$ cat src/aofs_consts.svh
// Named offsets, field positions, reset values and bus codes of the
// auxiliary output selector.
// Assumes it is included by bare name wherever a constant is needed.
`ifndef AOFS_CONSTS_SVH
`define AOFS_CONSTS_SVH

// ==========================================================================
// Register indices; the byte address is four times the index.
`define AOFS_IDX_PIN_A_CONTROL 10'h01a
`define AOFS_IDX_PIN_B_CONTROL 10'h01b
`define AOFS_IDX_EVENT_STATUS 10'h01c
`define AOFS_IDX_EVENT_MASK 10'h01d
`define AOFS_IDX_LIVE_STATE 10'h01e

// ==========================================================================
// Pin control fields.
`define AOFS_FUNC_MSB 3
`define AOFS_FUNC_LSB 0
`define AOFS_INVERT_BIT 4
`define AOFS_CTRL_WIDTH 5
`define AOFS_CTRL_RESET 5'h00

// ==========================================================================
// Event status bits.
`define AOFS_EVT_WIDTH 5
`define AOFS_EVT_SLIP 0
`define AOFS_EVT_CRC_ERROR 1
`define AOFS_EVT_PRBS_ERROR 2
`define AOFS_EVT_SYNC_LOST 3
`define AOFS_EVT_TX_CLOCK_LOST 4
`define AOFS_EVT_RESET 5'h00

// ==========================================================================
// Live state register layout width.
`define AOFS_LIVE_WIDTH 10

// ==========================================================================
// AHB-Lite codes.
`define AOFS_HTRANS_NONSEQ_BIT 1
`define AOFS_HRESP_OKAY 1'b0
`define AOFS_HRDATA_RESET 32'h0000_0000

`endif

$ cat src/aofs_pkg.sv
// Types shared by the auxiliary output selector modules.
// Assumes no other package; constants live in aofs_consts.svh.
package aofs_pkg;

  // ========================================================================
  // Function codes of one auxiliary output pin.
  typedef enum logic [3:0] {
    AOFS_FN_STATIC = 4'h0,
    AOFS_FN_RX_CLOCK = 4'h1,
    AOFS_FN_SYNC_LOSS = 4'h2,
    AOFS_FN_CARRIER_LOSS = 4'h3,
    AOFS_FN_REMOTE_ALARM = 4'h4,
    AOFS_FN_ALL_ONES = 4'h5,
    AOFS_FN_SLIP = 4'h6,
    AOFS_FN_CRC_ERROR = 4'h7,
    AOFS_FN_TX_CLOCK_LOSS = 4'h8,
    AOFS_FN_FRAME_PULSE = 4'h9,
    AOFS_FN_PRBS_ERROR = 4'ha,
    AOFS_FN_DATA_TAP = 4'hb,
    AOFS_FN_CRC4_MF = 4'hc,
    AOFS_FN_CAS_MF = 4'hd,
    AOFS_FN_CURRENT_LIMIT = 4'he,
    AOFS_FN_LINE_PULSES = 4'hf
  } aofs_func_e;

  typedef logic [15:0] aofs_src_t;

endpackage : aofs_pkg

$ cat src/aofs_pin_sel.sv
// One auxiliary output pin: picks a source by function code, then inverts.
// Assumes the caller places each source at the bit of its function code.
`timescale 1ns/100ps

module aofs_pin_sel
(
  input wire logic clk,
  input wire logic resetn,
  input wire logic [3:0] func,
  input wire logic invert,
  input wire aofs_pkg::aofs_src_t src,
  output logic pin
);

  logic selected;
  logic next_pin;

  // =======================================================================
  // Static code gives a zero source so the pin follows the invert bit.
  always_comb
  begin
    if (aofs_pkg::aofs_func_e'(func) == aofs_pkg::AOFS_FN_STATIC)
    begin
      selected = 1'b0;
    end
    else
    begin
      selected = src[func];
    end
    next_pin = selected ^ invert;
  end

  // Registered so the pin never glitches while the code is rewritten.
  always_ff @(posedge clk)
  begin
    if (!resetn)
    begin
      pin <= 1'b0;
    end
    else
    begin
      pin <= next_pin;
    end
  end

endmodule : aofs_pin_sel

$ cat src/aofs_sync2.sv
// Two-stage synchroniser for levels arriving from outside the MCLK domain.
// Assumes the input changes slowly against MCLK.
`timescale 1ns/100ps

module aofs_sync2
#(
  parameter int WIDTH = 1
)
(
  input wire logic clk,
  input wire logic resetn,
  input wire logic [WIDTH-1:0] d,
  output logic [WIDTH-1:0] q
);

  logic [WIDTH-1:0] meta;
  logic [WIDTH-1:0] next_meta;
  logic [WIDTH-1:0] next_q;

  // =======================================================================
  // The first stage feeds only the second, so metastability cannot spread.
  always_comb
  begin
    next_meta = d;
    next_q = meta;
  end

  always_ff @(posedge clk)
  begin
    if (!resetn)
    begin
      meta <= '0;
      q <= '0;
    end
    else
    begin
      meta <= next_meta;
      q <= next_q;
    end
  end

endmodule : aofs_sync2

$ cat src/aofs_top.sv
// Auxiliary output function selector of one transceiver, with AHB-Lite
// register access and an event interrupt.
// Assumes all status sources are MCLK-domain logic, except the recovered
// receive clock, which is synchronised here.
//
// Overview of operation
// Code zero drives the pin statically at the level of its invert bit.
// Code 0001 puts the recovered receive clock on the pin.
// Codes 0010-0101 show sync loss, carrier loss, remote alarm, all-ones live.
// Code 0110 gives a one-clock pulse per receive elastic store slip.
// Code 0111 pulses per CRC-errored multiframe, held low during sync loss.
// Code 1000 shows loss of transmit clock live.
// Code 1001 shows the recovered frame sync pulse.
// Code 1010 pulses for each bit error in the received test pattern.
// Code 1011: pin B shows transmit NRZ data, pin A raw receive data.
// Code 1100 shows CRC4 multiframe sync, code 1101 CAS multiframe sync.
// Code 1110 shows the transmit driver current-limit flag live.
// Code 1111: pin A negative pulses, pin B positive pulses of transmit line.
// Control bit 4 inverts the pin; bits 3 to 0 hold the function code.
// Pin A control sits at index 1A, pin B control at index 1B.
// Inversion applies after selection for every function code.
//
// Our own choices: the AHB-Lite slave port and the register addresses.
`timescale 1ns/100ps

`include "aofs_consts.svh"

module aofs_top
(
  input wire logic MCLK,
  input wire logic RESETN,
  // AHB-Lite slave.
  input wire logic HSEL,
  input wire logic [31:0] HADDR,
  input wire logic [1:0] HTRANS,
  input wire logic HWRITE,
  input wire logic [2:0] HSIZE,
  input wire logic [31:0] HWDATA,
  input wire logic HREADY,
  output logic [31:0] HRDATA,
  output logic HREADYOUT,
  output logic HRESP,
  // Sources from the framer and line interface.
  input wire logic RX_RECOVERED_CLOCK,
  input wire logic RX_SYNC_LOSS,
  input wire logic RX_CARRIER_LOSS,
  input wire logic RX_REMOTE_ALARM,
  input wire logic RX_ALL_ONES,
  input wire logic RX_SLIP_PULSE,
  input wire logic RX_CRC_ERROR_PULSE,
  input wire logic TX_CLOCK_LOSS,
  input wire logic RECOVERED_FRAME_PULSE,
  input wire logic RX_PRBS_ERROR_PULSE,
  input wire logic TX_NRZ_DATA,
  input wire logic RX_RAW_DATA,
  input wire logic RX_CRC4_MF_PULSE,
  input wire logic RX_CAS_MF_PULSE,
  input wire logic TX_CURRENT_LIMIT,
  input wire logic TX_POSITIVE_PULSES,
  input wire logic TX_NEGATIVE_PULSES,
  // Pins and interrupt.
  output logic AUX_OUT_A,
  output logic AUX_OUT_B,
  output logic IRQ
);

  // =======================================================================
  // Declarations.
  logic rx_clock_sync;
  logic [`AOFS_CTRL_WIDTH-1:0] pin_a_control;
  logic [`AOFS_CTRL_WIDTH-1:0] pin_b_control;
  logic [`AOFS_CTRL_WIDTH-1:0] next_pin_a_control;
  logic [`AOFS_CTRL_WIDTH-1:0] next_pin_b_control;
  logic [`AOFS_EVT_WIDTH-1:0] event_status;
  logic [`AOFS_EVT_WIDTH-1:0] event_mask;
  logic [`AOFS_EVT_WIDTH-1:0] next_event_status;
  logic [`AOFS_EVT_WIDTH-1:0] next_event_mask;
  logic [`AOFS_EVT_WIDTH-1:0] events;
  logic [`AOFS_EVT_WIDTH-1:0] status_clear;
  logic next_irq;
  logic wr_pend;
  logic next_wr_pend;
  logic [9:0] wr_idx;
  logic [9:0] next_wr_idx;
  logic [31:0] next_hrdata;
  logic addr_ok;
  logic accept;
  logic rd_accept;
  logic [9:0] acc_idx;
  logic sync_loss_prev;
  logic tx_clock_loss_prev;
  logic next_sync_loss_prev;
  logic next_tx_clock_loss_prev;
  logic crc_gated;
  logic [`AOFS_LIVE_WIDTH-1:0] live_state;
  aofs_pkg::aofs_src_t src_a;
  aofs_pkg::aofs_src_t src_b;

  // =======================================================================
  // The recovered clock comes from the line, so it is resynchronised.
  // At 100 MHz the 2.048 MHz clock is still reproduced with small jitter.
  aofs_sync2 #(
    .WIDTH(1)
  ) u_rx_clock_sync (
    .clk(MCLK),
    .resetn(RESETN),
    .d(RX_RECOVERED_CLOCK),
    .q(rx_clock_sync)
  );

  // =======================================================================
  // Source vectors, one bit per function code.
  // The CRC error pulse is suppressed while receive sync is lost.
  assign crc_gated = RX_CRC_ERROR_PULSE & ~RX_SYNC_LOSS;

  always_comb
  begin
    src_a = '0;
    src_a[aofs_pkg::AOFS_FN_RX_CLOCK] = rx_clock_sync;
    src_a[aofs_pkg::AOFS_FN_SYNC_LOSS] = RX_SYNC_LOSS;
    src_a[aofs_pkg::AOFS_FN_CARRIER_LOSS] = RX_CARRIER_LOSS;
    src_a[aofs_pkg::AOFS_FN_REMOTE_ALARM] = RX_REMOTE_ALARM;
    src_a[aofs_pkg::AOFS_FN_ALL_ONES] = RX_ALL_ONES;
    src_a[aofs_pkg::AOFS_FN_SLIP] = RX_SLIP_PULSE;
    src_a[aofs_pkg::AOFS_FN_CRC_ERROR] = crc_gated;
    src_a[aofs_pkg::AOFS_FN_TX_CLOCK_LOSS] = TX_CLOCK_LOSS;
    src_a[aofs_pkg::AOFS_FN_FRAME_PULSE] = RECOVERED_FRAME_PULSE;
    src_a[aofs_pkg::AOFS_FN_PRBS_ERROR] = RX_PRBS_ERROR_PULSE;
    src_a[aofs_pkg::AOFS_FN_DATA_TAP] = RX_RAW_DATA;
    src_a[aofs_pkg::AOFS_FN_CRC4_MF] = RX_CRC4_MF_PULSE;
    src_a[aofs_pkg::AOFS_FN_CAS_MF] = RX_CAS_MF_PULSE;
    src_a[aofs_pkg::AOFS_FN_CURRENT_LIMIT] = TX_CURRENT_LIMIT;
    src_a[aofs_pkg::AOFS_FN_LINE_PULSES] = TX_NEGATIVE_PULSES;
  end

  // Pin B shares every source except the data tap and the line pulses.
  always_comb
  begin
    src_b = src_a;
    src_b[aofs_pkg::AOFS_FN_DATA_TAP] = TX_NRZ_DATA;
    src_b[aofs_pkg::AOFS_FN_LINE_PULSES] = TX_POSITIVE_PULSES;
  end

  // =======================================================================
  // Pin selectors; code in bits 3 to 0, invert in bit 4.
  aofs_pin_sel u_pin_a (
    .clk(MCLK),
    .resetn(RESETN),
    .func(pin_a_control[`AOFS_FUNC_MSB:`AOFS_FUNC_LSB]),
    .invert(pin_a_control[`AOFS_INVERT_BIT]),
    .src(src_a),
    .pin(AUX_OUT_A)
  );

  aofs_pin_sel u_pin_b (
    .clk(MCLK),
    .resetn(RESETN),
    .func(pin_b_control[`AOFS_FUNC_MSB:`AOFS_FUNC_LSB]),
    .invert(pin_b_control[`AOFS_INVERT_BIT]),
    .src(src_b),
    .pin(AUX_OUT_B)
  );

  // =======================================================================
  // AHB-Lite address phase decode. Only word indices below 1024 map; the
  // slave never inserts wait states, so HREADYOUT is constant high.
  assign HREADYOUT = 1'b1;
  assign HRESP = `AOFS_HRESP_OKAY;
  assign acc_idx = HADDR[11:2];
  assign addr_ok = (HADDR[31:12] == 20'h00000);
  assign accept = HSEL & HTRANS[`AOFS_HTRANS_NONSEQ_BIT] & HREADY;
  assign rd_accept = accept & ~HWRITE & addr_ok;

  always_comb
  begin
    next_wr_pend = accept & HWRITE & addr_ok;
    next_wr_idx = acc_idx;
  end

  always_ff @(posedge MCLK)
  begin
    if (!RESETN)
    begin
      wr_pend <= 1'b0;
      wr_idx <= 10'h000;
    end
    else
    begin
      wr_pend <= next_wr_pend;
      wr_idx <= next_wr_idx;
    end
  end

  // =======================================================================
  // Control and mask registers are written in the write data phase.
  always_comb
  begin
    next_pin_a_control = pin_a_control;
    next_pin_b_control = pin_b_control;
    next_event_mask = event_mask;
    if (wr_pend)
    begin
      case (wr_idx)
        `AOFS_IDX_PIN_A_CONTROL: next_pin_a_control = HWDATA[`AOFS_CTRL_WIDTH-1:0];
        `AOFS_IDX_PIN_B_CONTROL: next_pin_b_control = HWDATA[`AOFS_CTRL_WIDTH-1:0];
        `AOFS_IDX_EVENT_MASK: next_event_mask = HWDATA[`AOFS_EVT_WIDTH-1:0];
        default: next_event_mask = event_mask;
      endcase
    end
  end

  always_ff @(posedge MCLK)
  begin
    if (!RESETN)
    begin
      pin_a_control <= `AOFS_CTRL_RESET;
      pin_b_control <= `AOFS_CTRL_RESET;
      event_mask <= `AOFS_EVT_RESET;
    end
    else
    begin
      pin_a_control <= next_pin_a_control;
      pin_b_control <= next_pin_b_control;
      event_mask <= next_event_mask;
    end
  end

  // =======================================================================
  // Event capture: pulses set their bits directly, levels on rising edge.
  always_comb
  begin
    next_sync_loss_prev = RX_SYNC_LOSS;
    next_tx_clock_loss_prev = TX_CLOCK_LOSS;
    events = '0;
    events[`AOFS_EVT_SLIP] = RX_SLIP_PULSE;
    events[`AOFS_EVT_CRC_ERROR] = crc_gated;
    events[`AOFS_EVT_PRBS_ERROR] = RX_PRBS_ERROR_PULSE;
    events[`AOFS_EVT_SYNC_LOST] = RX_SYNC_LOSS & ~sync_loss_prev;
    events[`AOFS_EVT_TX_CLOCK_LOST] = TX_CLOCK_LOSS & ~tx_clock_loss_prev;
  end

  // A read of the status register clears it; an event in that very
  // cycle still sets its bit, so no event is ever lost to a read.
  always_comb
  begin
    status_clear = '0;
    if (rd_accept && acc_idx == `AOFS_IDX_EVENT_STATUS)
    begin
      status_clear = '1;
    end
    next_event_status = (event_status & ~status_clear) | events;
    next_irq = |(next_event_status & next_event_mask);
  end

  always_ff @(posedge MCLK)
  begin
    if (!RESETN)
    begin
      sync_loss_prev <= 1'b0;
      tx_clock_loss_prev <= 1'b0;
      event_status <= `AOFS_EVT_RESET;
      IRQ <= 1'b0;
    end
    else
    begin
      sync_loss_prev <= next_sync_loss_prev;
      tx_clock_loss_prev <= next_tx_clock_loss_prev;
      event_status <= next_event_status;
      IRQ <= next_irq;
    end
  end

  // =======================================================================
  // Live state: the level inputs as they stand now, both pins, rx_clock_sync and wr_pend, for polling software.
  assign live_state = {TX_CURRENT_LIMIT, TX_CLOCK_LOSS, RX_ALL_ONES,
                       RX_REMOTE_ALARM, RX_CARRIER_LOSS, RX_SYNC_LOSS,
                       AUX_OUT_B, AUX_OUT_A, rx_clock_sync, wr_pend};

  // =======================================================================
  // Read data is registered in the address phase and stands in the data
  // phase. A read right after a write to the same register sees the new
  // value, because the pending write data is forwarded.
  always_comb
  begin
    next_hrdata = HRDATA;
    if (rd_accept)
    begin
      next_hrdata = `AOFS_HRDATA_RESET;
      case (acc_idx)
        `AOFS_IDX_PIN_A_CONTROL:
        begin
          if (wr_pend && wr_idx == acc_idx)
          begin
            next_hrdata[`AOFS_CTRL_WIDTH-1:0] = HWDATA[`AOFS_CTRL_WIDTH-1:0];
          end
          else
          begin
            next_hrdata[`AOFS_CTRL_WIDTH-1:0] = pin_a_control;
          end
        end
        `AOFS_IDX_PIN_B_CONTROL:
        begin
          if (wr_pend && wr_idx == acc_idx)
          begin
            next_hrdata[`AOFS_CTRL_WIDTH-1:0] = HWDATA[`AOFS_CTRL_WIDTH-1:0];
          end
          else
          begin
            next_hrdata[`AOFS_CTRL_WIDTH-1:0] = pin_b_control;
          end
        end
        `AOFS_IDX_EVENT_STATUS: next_hrdata[`AOFS_EVT_WIDTH-1:0] = event_status;
        `AOFS_IDX_EVENT_MASK:
        begin
          if (wr_pend && wr_idx == acc_idx)
          begin
            next_hrdata[`AOFS_EVT_WIDTH-1:0] = HWDATA[`AOFS_EVT_WIDTH-1:0];
          end
          else
          begin
            next_hrdata[`AOFS_EVT_WIDTH-1:0] = event_mask;
          end
        end
        `AOFS_IDX_LIVE_STATE: next_hrdata[`AOFS_LIVE_WIDTH-1:0] = live_state;
        default: next_hrdata = `AOFS_HRDATA_RESET;
      endcase
    end
  end

  always_ff @(posedge MCLK)
  begin
    if (!RESETN)
    begin
      HRDATA <= `AOFS_HRDATA_RESET;
    end
    else
    begin
      HRDATA <= next_hrdata;
    end
  end

endmodule : aofs_top

$ cat config.mk
export PLATFORM = sky130hd
export DESIGN_NAME = aofs_top
export DESIGN_NICKNAME = d
export VERILOG_FILES = /design/src/aofs_pkg.sv /design/src/aofs_pin_sel.sv /design/src/aofs_sync2.sv /design/src/aofs_top.sv
export VERILOG_INCLUDE_DIRS = /design/src
export SDC_FILE = /design/constraint.sdc
export NUM_CORES = 1
export LEC_CHECK = 0
export BUFFER_PORTS_ARGS = -buffer_cell sky130_fd_sc_hd__buf_2
export CORE_ASPECT_RATIO = 1.4
export CORE_MARGIN = 1
export CORE_UTILIZATION = 47
export DETAILED_ROUTE_END_ITERATION = 16
export HOLD_SLACK_MARGIN = 0.08
export MAX_ROUTING_LAYER = met4
export PLACE_DENSITY = 0.8
export SYNTH_ARGS = -nofsm -noshare
export SYNTH_HDL_FRONTEND = slang
export SYNTH_SLANG_ARGS = --single-unit
$ cat constraint.sdc
create_clock -name MCLK -period 3.4 [get_ports MCLK]
set_clock_uncertainty 0.2 [all_clocks]
set_input_delay 0.34 -clock MCLK [delete_from_list [all_inputs] [get_ports MCLK]]
set_output_delay 0.34 -clock MCLK [all_outputs]
set_load 0.005 [all_outputs]
==> run_results.csv, run 1 <==
group,metric,value,unit
synthesis,synth_ff_type,"dfxtp_1",
global_route,first_global_vias,2091,
critical_path,max_stage_delay,0.57,ns
synthesis,yosys_warnings,0,
synthesis,ys_seq_area_share,34.8,%
floorplanning,core,5610,µm²
clocking,hold_buffers,5,
clocking,clock_latency,0.30,ns
sta,worst_slew_pin_slew,0.761,ns
critical_path,reg2reg_depth,6,
detailed_routing,via_count,2391,
placement,hpwl,5.01,mm
sta,fin_hold_ws,0.0847,ns
cells_and_area,diodes,0,
synthesis,synth_edf_count,0,
critical_path,start_kind,"input pin",
sta,period_minus_slack,3.17,ns
placement,place_congestion,0.938,
job,maxCapViolCount,0,
critical_path,crit_path_start,"HADDR[7]",
critical_path,slowest_stage,"or4b_4",
sta,drv_slew,0,
floorplanning,die_area,6200,µm²
cells_and_area,syn2layout_area_growth,15.8,%
critical_path,worstPathRequired,3.39,ns
pwr,leakage,1.37,nW
sta,slew_headroom,48.9,%
sta,min_period_over_period,93.1,%
pwr,max-vdd-ir-drop,0.000273,V
detailed_routing,ant_nets,0,
detailed_routing,drt_iter0_markers,160,
global_route,grt_max_degree,50,
synthesis,syn_inst,301,
critical_path,cp-endpoint,"IRQ$_SDFF_PN0_",
detailed_routing,drt_pass1_iterations,5,
synthesis,ys_top_cells_by_area,"dfxtp_1 35%, buf_4 6.8%, mux4_2 6.5%, mux2i_1 5.8%, nor2b_1 5.0%",
floorplanning,fp.dieH,92.8,µm
clocking,cts_tree,"built",
clocking,cts_root_buffer,"clkbuf_8",
critical_path,cpMostUsedCell,"or4b_4",
cells_and_area,drive_above_1_share,28.3,%
synthesis,ys_top_cells_by_count,"48 x dfxtp_1, 25 x buf_4, 22 x nor2b_1",
global_route,grt_overflow,0,
pwr,p_per_area,350,nW/µm²
detailed_routing,wirelength,6.62,mm
detailed_routing,wire_per_inst,15.2,µm
critical_path,path_buf_inv,2,
run_status,outcome,"finished clean",
synthesis,synth_top_area_share,34.8,%
sta,setup_viol,0,
clocking,cts_resized,0,
placement,placed_area,3050,µm²
clocking,clockBufferDepth,2,
detailed_routing,avgViaCountPerCell,5.50,
critical_path,timing.rr.start,"wr_pend$_SDFF_PN0_",
cells_and_area,final_area,3200,µm²
placement,portBuffers,70,
synthesis,async_flop_share,0,%
critical_path,end_kind,"register",
pwr,power,1.12,mW
hold_path,worstHoldPathType,"input pin to register",
critical_path,timing.rr.end,"IRQ$_SDFF_PN0_",
clocking,postCtsSetupRepairBufs,0,
sta,tns,0,ns
sta,fmax,316,MHz
detailed_routing,drc,0,
critical_path,r2r_slack,0.76,ns
synthesis,netlist_area,2770,µm²
sta,rsz0062_at_grt,"false",
critical_path,worstSetupPathType,"input pin to register",
sta,hold_viol,0,
critical_path,cp_max_fo,5,
global_route,grt_pass1_wl,9.87,mm
clocking,cts.sinks,48,
floorplanning,die_w,66.8,µm
global_route,antenna_found_initial,0,
critical_path,cp.arrival,3.15,ns
synthesis,synth.most_common_cell,"dfxtp_1",
floorplanning,start_util,49.3,%
clocking,clkTransAtPathRegs,0.09,ns
critical_path,cp_cell_sequence,"dlygate4sd3_1 -> buf_2 -> or4b_4 -> nor4_1 -> or4b_4 -> a21oi_1 -> o22ai_1 -> o41a_1",
synthesis,avgSynthCellArea,9.19,µm²
critical_path,cp_top_family,"simple AND/OR/NAND/NOR gates",
critical_path,path_depth,8,
cells_and_area,finalNetCount,457,
clocking,numCtsBuffers,5,
global_route,gr-usage-all-layers,22.2,%
floorplanning,io_pins,128,
clocking,cts.htree.levels,2,
synthesis,synth.distinct_cells,51,
synthesis,synth_top_cell_by_area,"dfxtp_1",
floorplanning,rows,32,
synthesis,synth_seq_cells,48,
## where the power goes
part           internal (mW)  total, mW  switching (mW)  leakage, nW
sequential             0.575      0.584         0.00881        0.392
combinational         0.0636      0.128          0.0642        0.922
clock                  0.218      0.408           0.190       0.0552
total                  0.857       1.12           0.263         1.37
## placed cells by master, fill, tap and decap left out, types with 2 or more instances in the layout
cell type       n
a21boi_0        7
a21oi_1        10
a221oi_1        2
and2_1         17
and3_1          2
buf_2          70
clkbuf_8        5
conb_1         24
dfxtp_1        48
dlygate4sd3_1   5
inv_1          11
mux2_2         10
mux2i_1        16
mux4_2          8
nand2_1        21
nand3_1         4
nand4_1         9
nor2_1          5
nor2b_1        22
nor3_1          6
nor3b_1         2
nor4_1          5
o21ai_0        10
o31ai_1         5
or3_1           2
or4b_4          2
xnor2_1        10
xor2_1          2
## logic make-up (layout without fill, tap and decap cells)
group           count (synthesis)  count (layout)  share of synthesized area [%]
other cells                     2              24                          0.272
compound gates                 48              48                           11.9
xor+xnor                       12              12                           3.80
mux                            34              34                           16.4
simple gates                  106             106                           22.5
buf+inv                        51              95                           10.4
flops                          48              48                           34.8
## worst register-to-register path, delay by kind of cell (launching register included)
family             cells  cell delay, ns
and+or+nand+nor        3            1.19
AOI/OAI and AO/OA      2            0.44
DFF                    1            0.38
muxes                  1            0.30
## layer usage
layer	share of wire [%]	track usage, %	vias up
met5	0	-	-
met4	3.6	11.2	0
met3	7.8	3.20	21
met2	51	37.2	120
met1	37	25.0	1103
li1	-	-	1147
## sequential cells by signal (all words and copies together), names as in the netlist
signal                count
HRDATA                   10
wr_idx                   10
event_mask                5
event_status              5
pin_a_control             5
pin_b_control             5
IRQ                       1
sync_loss_prev            1
tx_clock_loss_prev        1
u_pin_a.pin               1
u_pin_b.pin               1
u_rx_clock_sync.meta      1
u_rx_clock_sync.q         1
wr_pend                   1
## area by class of cell
cell class | count | area [µm²]
well taps | 68 | 85.1
multi-input cells | 224 | 1600
repair buffers | 76 | 408
clock buffers | 6 | 72.6
flip-flops and latches | 48 | 961
fillers | 508 | 2400
inverters | 11 | 41.3
clock inverters | 2 | 35.0
## how the worst min path moves through the flow
stage                               startpoint                      endpoint  slack (ns)  depth (start not counted)
6_report                             HADDR[11]          wr_idx[9]$_SDFF_PN0_        0.08                          2
5_1_grt                               HADDR[8]          wr_idx[6]$_SDFF_PN0_        0.09                          2
4_1_cts                              HADDR[11]          wr_idx[9]$_SDFF_PN0_        0.08                          2
3_5_place_dp   u_rx_clock_sync.meta$_SDFF_PN0_  u_rx_clock_sync.q$_SDFF_PN0_        0.23                          1
3_3_place_gp   u_rx_clock_sync.meta$_SDFF_PN0_  u_rx_clock_sync.q$_SDFF_PN0_        0.22                          1
2_1_floorplan  u_rx_clock_sync.meta$_SDFF_PN0_  u_rx_clock_sync.q$_SDFF_PN0_        0.21                          1
## through the flow
step	setup WS [ns]	util, %	std cells
global placement	0.486	54.3	422
detailed placement	0.473	54.3	422
global route	0.128	57.1	435
floorplan	0.873	-	323
finish	0.235	57.1	435
CTS	0.236	57.1	435
No activity file was read; power rests on OpenSTA's default activity.
==> run 2: changes to the inputs <==
--- a/config.mk
+++ b/config.mk
@@ -13,7 +13,7 @@
 export DETAILED_ROUTE_END_ITERATION = 16
 export HOLD_SLACK_MARGIN = 0.08
 export MAX_ROUTING_LAYER = met4
-export PLACE_DENSITY = 0.8
+export PLACE_DENSITY = 0.79
 export SYNTH_ARGS = -nofsm -noshare
 export SYNTH_HDL_FRONTEND = slang
 export SYNTH_SLANG_ARGS = --single-unit
==> run 2 against run 1 <==
  * Global-route usage rose by 0.37 points
  * Wire length fell by 1.1%
  * Highest routed layer unchanged
  * Clock-buffer cell count fell by 1
  * Sequential power barely moved
  * Die area did not move
  * Sequential share of layout area barely moved
  * Utilization rose by 0.067 points
  * Setup slack got worse by 0.0032 ns
  * Clock power barely moved
  * Final cell count did not move
  * Non-clock buffer count did not move
  * Maximum frequency fell by 0.10%
  * Critical path type unchanged
==> run_results.csv, run 2 (synthesis results as in run 1) <==
group,metric,value,unit
run_status,outcome,"finished clean",
floorplanning,die_w,66.8,µm
critical_path,reg2reg_depth,6,
clocking,cts.sinks,48,
cells_and_area,final_common_cell,"buf_2",
floorplanning,core,5610,µm²
global_route,grt_max_degree,50,
cells_and_area,n_fill_cell,522,
sta,hold_viol,0,
hold_path,hold_depth,2,
pwr,max-vdd-ir-drop,0.000305,V
placement,hpwl,4.97,mm
pwr,power,1.12,mW
clocking,clkTransAtPathRegs,0.09,ns
job,maxCapViolCount,0,
sta,setup_viol,0,
detailed_routing,drt_pass1_iterations,4,
critical_path,cp_max_fo,5,
clocking,cts.htree.levels,2,
critical_path,cp_cell_sequence,"dlygate4sd3_1 -> buf_2 -> or4b_4 -> nor4_1 -> or4b_4 -> a21oi_1 -> o22ai_1 -> o41a_1",
critical_path,cpMostUsedCell,"or4b_4",
sta,min_period_over_period,93.2,%
clocking,cts_root_buffer,"clkbuf_8",
sta,slew_headroom,45.7,%
critical_path,worstPathRequired,3.40,ns
cells_and_area,finalNetCount,457,
detailed_routing,drt_iter0_markers,132,
critical_path,timing.rr.start,"wr_idx[7]$_SDFF_PN0_",
hold_path,worstHoldPathType,"input pin to register",
critical_path,slowest_stage,"or4b_4",
sta,period_minus_slack,3.17,ns
sta,tns,0,ns
critical_path,r2r_slack,0.65,ns
global_route,grt_overflow,0,
floorplanning,rows,32,
hold_path,hold-path-endpoint,"wr_idx[4]$_SDFF_PN0_",
critical_path,end_kind,"register",
global_route,antenna_found_initial,0,
critical_path,timing.rr.end,"IRQ$_SDFF_PN0_",
critical_path,path_depth,8,
placement,portBuffers,70,
critical_path,path_buf_inv,2,
clocking,numCtsBuffers,5,
pwr,p_per_area,350,nW/µm²
clocking,clockBufferDepth,2,
cells_and_area,reg_top3,"HRDATA x10, wr_idx x10",
critical_path,max_stage_delay,0.57,ns
detailed_routing,drc,0,
global_route,gr-usage-all-layers,22.5,%
critical_path,cp_top_family,"simple AND/OR/NAND/NOR gates",
sta,worst_slew_pin_slew,0.809,ns
global_route,grt_pass1_wl,10.3,mm
floorplanning,io_pins,128,
cells_and_area,diodes,0,
hold_path,hp-start,"HADDR[6]",
sta,fmax,316,MHz
clocking,clock_latency,0.30,ns
cells_and_area,layout_common_cells,"70 x buf_2, 48 x dfxtp_1, 24 x conb_1",
floorplanning,die_area,6200,µm²
detailed_routing,via_count,2396,
detailed_routing,wirelength,6.55,mm
cells_and_area,drive_above_1_share,28.6,%
clocking,cts_tree,"built",
sta,drv_slew,0,
floorplanning,start_util,49.3,%
critical_path,cp.arrival,3.17,ns
global_route,first_global_vias,2294,
critical_path,worstSetupPathType,"input pin to register",
detailed_routing,ant_nets,0,
clocking,cts_resized,0,
sta,rsz0062_at_grt,"false",
detailed_routing,wire_per_inst,15.1,µm
cells_and_area,syn2layout_area_growth,16.0,%
placement,place_congestion,0.904,
critical_path,start_kind,"input pin",
pwr,leakage,1.37,nW
detailed_routing,avgViaCountPerCell,5.51,
floorplanning,fp.dieH,92.8,µm
[run 2: cell count changes in the layout (fill, tap and decap cells not counted), sizes merged]
cell / delta
clkbuf: -1
clkinvlp: +1
[run 2: area by class of cell]
| class | instances | area (µm²) | share of cell area (%) |
|---|---|---|---|
| inverters | 11 | 41.3 | 1.29 |
| repair buffers | 76 | 408 | 12.7 |
| multi-input cells | 224 | 1600 | 49.9 |
| well taps | 68 | 85.1 | 2.65 |
| clock buffers | 5 | 68.8 | 2.15 |
| clock inverters | 3 | 42.5 | 1.33 |
| flip-flops and latches | 48 | 961 | 30.0 |
[run 2: worst max-delay path by stage]
stage	endpoint	slack (ns)	from
after CTS	IRQ$_SDFF_PN0_	0.27	HADDR[7]
after detailed placement	IRQ$_SDFF_PN0_	0.50	HADDR[7]
after global routing	IRQ$_SDFF_PN0_	0.15	HADDR[7]
final	IRQ$_SDFF_PN0_	0.23	HADDR[7]
after floorplan	IRQ$_SDFF_PN0_	0.87	HADDR[7]
after global placement	IRQ$_SDFF_PN0_	0.49	HADDR[7]
[run 2: power breakdown]
group	leakage, nW	switching (mW)	total (mW)	internal, mW
registers	0.392	0.00864	0.583	0.575
logic	0.922	0.0647	0.128	0.0635
clock network	0.0541	0.192	0.409	0.218
total	1.37	0.265	1.12	0.856
[run 2: worst register-to-register path, stage by stage, from the launching register on]
cell and delay, ns:
dfxtp_1 0.34, nor4b_1 0.40, nand4_1 0.18, or4b_2 0.78
mux2i_1 0.28, nor2_1 0.07, o41a_1 0.40
[run 2: routing by layer]
| layer | share of wire (%) | vias up | track usage [%] |
|---|---|---|---|
| met5 | 0 | - | - |
| met4 | 3.7 | 0 | 9.93 |
| met3 | 6.4 | 25 | 4.68 |
| met2 | 51 | 112 | 37.5 |
| met1 | 39 | 1114 | 25.5 |
| li1 | - | 1145 | - |
[run 2: repair_timing]
action,CTS,global route
setup endpoints to repair,0,0
buffers inserted,0,0
endpoints found under the hold margin,5,0
hold buffers,5,0
[run 2: stage by stage]
stage	instances	hold slack, ns	worst slack, ns	instance area, µm²	util [%]
finish	435	0.0824	0.232	3210	57.2
global route	435	0.0951	0.150	3210	57.2
CTS	435	0.0845	0.274	3210	57.2
detailed placement	422	0.225	0.504	3050	54.3
global placement	422	0.224	0.486	3050	54.3
floorplan	323	0.212	0.873	2850	-
==> run 3: changes to the inputs <==
--- a/config.mk
+++ b/config.mk
@@ -14,6 +14,9 @@
 export HOLD_SLACK_MARGIN = 0.08
 export MAX_ROUTING_LAYER = met4
 export PLACE_DENSITY = 0.79
+export REMOVE_ABC_BUFFERS = 1
+export SKIP_LAST_GASP = 1
 export SYNTH_ARGS = -nofsm -noshare
 export SYNTH_HDL_FRONTEND = slang
 export SYNTH_SLANG_ARGS = --single-unit
+export TNS_END_PERCENT = 50
==> run 3 against run 2 <==
  * Flip-flop and latch count unchanged
  * Maximum frequency increased by 2.6%
  * Critical path type unchanged
  * Sequential power about the same
  * Worst hold slack got worse by 0.0074 ns
  * Setup slack improved by 0.081 ns
  * Clock power decreased by 20%
  * Utilization decreased by 0.87 points
  * Die area unchanged
  * Register-to-register slack improved by 0.05 ns
  * Final cell count decreased by 0.46%
  * Global-route usage increased by 1.1 points
  * Non-clock buffer count decreased by 1
==> run_results.csv, run 3 (synthesis results as in run 1) <==
group,metric,value,unit
critical_path,timing.rr.end,"IRQ$_SDFF_PN0_",
critical_path,worstPathRequired,3.39,ns
clocking,cts_root_buffer,"clkbuf_8",
clocking,cts.sinks,48,
clocking,postCtsSetupRepairBufs,0,
detailed_routing,avgViaCountPerCell,5.51,
critical_path,timing.rr.start,"wr_pend$_SDFF_PN0_",
critical_path,cpMostUsedCell,"or4b_4",
detailed_routing,wirelength,6.81,mm
placement,placed_area,3060,µm²
critical_path,max_stage_delay,0.57,ns
clocking,cts.htree.levels,2,
hold_path,hold-path-endpoint,"wr_idx[8]$_SDFF_PN0_",
pwr,leakage,1.35,nW
sta,tns,0,ns
hold_path,worstHoldPathType,"input pin to register",
cells_and_area,layout_common_cells,"70 x buf_2, 48 x dfxtp_1, 24 x conb_1",
clocking,clkTransAtPathRegs,0.09,ns
global_route,gr-usage-all-layers,23.6,%
critical_path,end_kind,"register",
floorplanning,core,5610,µm²
sta,fmax,324,MHz
critical_path,worstSetupPathType,"input pin to register",
detailed_routing,via_count,2386,
cells_and_area,drive_above_1_share,28.8,%
cells_and_area,final_common_cell,"buf_2",
global_route,first_global_vias,2243,
floorplanning,fp.dieH,92.8,µm
run_status,outcome,"finished clean",
critical_path,cp_max_fo,5,
clocking,numCtsBuffers,5,
detailed_routing,ant_nets,0,
critical_path,reg2reg_depth,6,
detailed_routing,drc,0,
sta,period_minus_slack,3.09,ns
placement,dp_cells,424,
floorplanning,io_pins,128,
placement,hpwl,5.07,mm
cells_and_area,fin_util,56.3,%
sta,rsz0062_at_grt,"false",
hold_path,hp-start,"HADDR[10]",
cells_and_area,final_area,3160,µm²
cells_and_area,stdcell_count,433,
placement,portBuffers,70,
floorplanning,die_w,66.8,µm
global_route,antenna_found_initial,0,
cells_and_area,n_fill_cell,543,
global_route,grt_max_degree,50,
sta,postLayoutSetupSlackWorst,0.313,ns
sta,setup_viol,0,
detailed_routing,wire_per_inst,15.7,µm
floorplanning,rows,32,
detailed_routing,drt_pass1_iterations,6,
pwr,p_per_area,328,nW/µm²
global_route,grt_overflow,0,
sta,fin_hold_ws,0.0750,ns
floorplanning,die_area,6200,µm²
clocking,clockBufferDepth,2,
cells_and_area,syn2layout_area_growth,14.2,%
sta,slew_headroom,48.4,%
critical_path,slowest_stage,"or4b_4",
clocking,cts_tree,"built",
global_route,grt_pass1_wl,10.8,mm
critical_path,cp_top_family,"simple AND/OR/NAND/NOR gates",
placement,place_congestion,0.962,
sta,min_period_over_period,90.8,%
critical_path,r2r_slack,0.70,ns
critical_path,cp_cell_sequence,"dlygate4sd3_1 -> buf_2 -> or4b_4 -> nor4_1 -> or4b_4 -> a21oi_1 -> o22ai_1 -> o41a_1",
critical_path,cp.arrival,3.08,ns
pwr,max-vdd-ir-drop,0.000235,V
floorplanning,start_util,49.3,%
sta,drv_slew,0,
critical_path,crit_path_start,"HADDR[8]",
sta,hold_viol,0,
cells_and_area,regArea,961,µm²
placement,place_ws,0.555,ns
job,maxCapViolCount,0,
cells_and_area,diodes,0,
pwr,power,1.03,mW
critical_path,path_buf_inv,2,
clocking,clock_latency,0.30,ns
hold_path,hold_depth,2,
cells_and_area,multi_input_area,1600,µm²
cells_and_area,finalNetCount,456,
detailed_routing,drt_iter0_markers,112,
critical_path,start_kind,"input pin",
clocking,cts_resized,0,
sta,worst_slew_pin_slew,0.772,ns
cells_and_area,reg_top3,"HRDATA x10, wr_idx x10",
## run 3: cell types whose count changed in the layout (fill, tap and decap cells not counted), sizes merged
cell         delta
clkinvlp        -1
clkbuf          +1
dlygate4sd3     -3
buf             +2
bufinv          -1
## run 3: layer usage
metal | up-vias | GRT usage, % | share of wire (%)
met5 | - | - | 0
met2 | 92 | 40.2 | 51
li1 | 1143 | - | -
met3 | 13 | 3.08 | 5.6
met1 | 1138 | 28.2 | 40
met4 | 0 | 7.80 | 2.4
## run 3: power breakdown
part	switching (mW)	internal (mW)	leakage [nW]
registers	0.00787	0.575	0.392
clock network	0.185	0.140	0.0410
logic	0.0654	0.0614	0.920
## run 3: cell type report
cell class	count	area share, %
clock inverters	1	0.158
multi-input cells	224	50.7
clock buffers	6	2.30
repair buffers	75	12.4
flip-flops and latches	48	30.4
well taps	68	2.69
inverters	11	1.31
## run 3: worst max-delay path by stage
stage / end / slack [ns] / depth (start not counted)
5_1_grt: IRQ$_SDFF_PN0_ / 0.20 / 8
2_1_floorplan: IRQ$_SDFF_PN0_ / 0.87 / 6
3_3_place_gp: IRQ$_SDFF_PN0_ / 0.55 / 7
6_report: IRQ$_SDFF_PN0_ / 0.31 / 8
4_1_cts: IRQ$_SDFF_PN0_ / 0.32 / 8
3_5_place_dp: IRQ$_SDFF_PN0_ / 0.56 / 7
## run 3: timing repair
item                                    4_1_cts  5_1_grt
endpoints found under the setup margin        0        0
hold buffers                                  2        0
hold endpoints to repair                      2        0
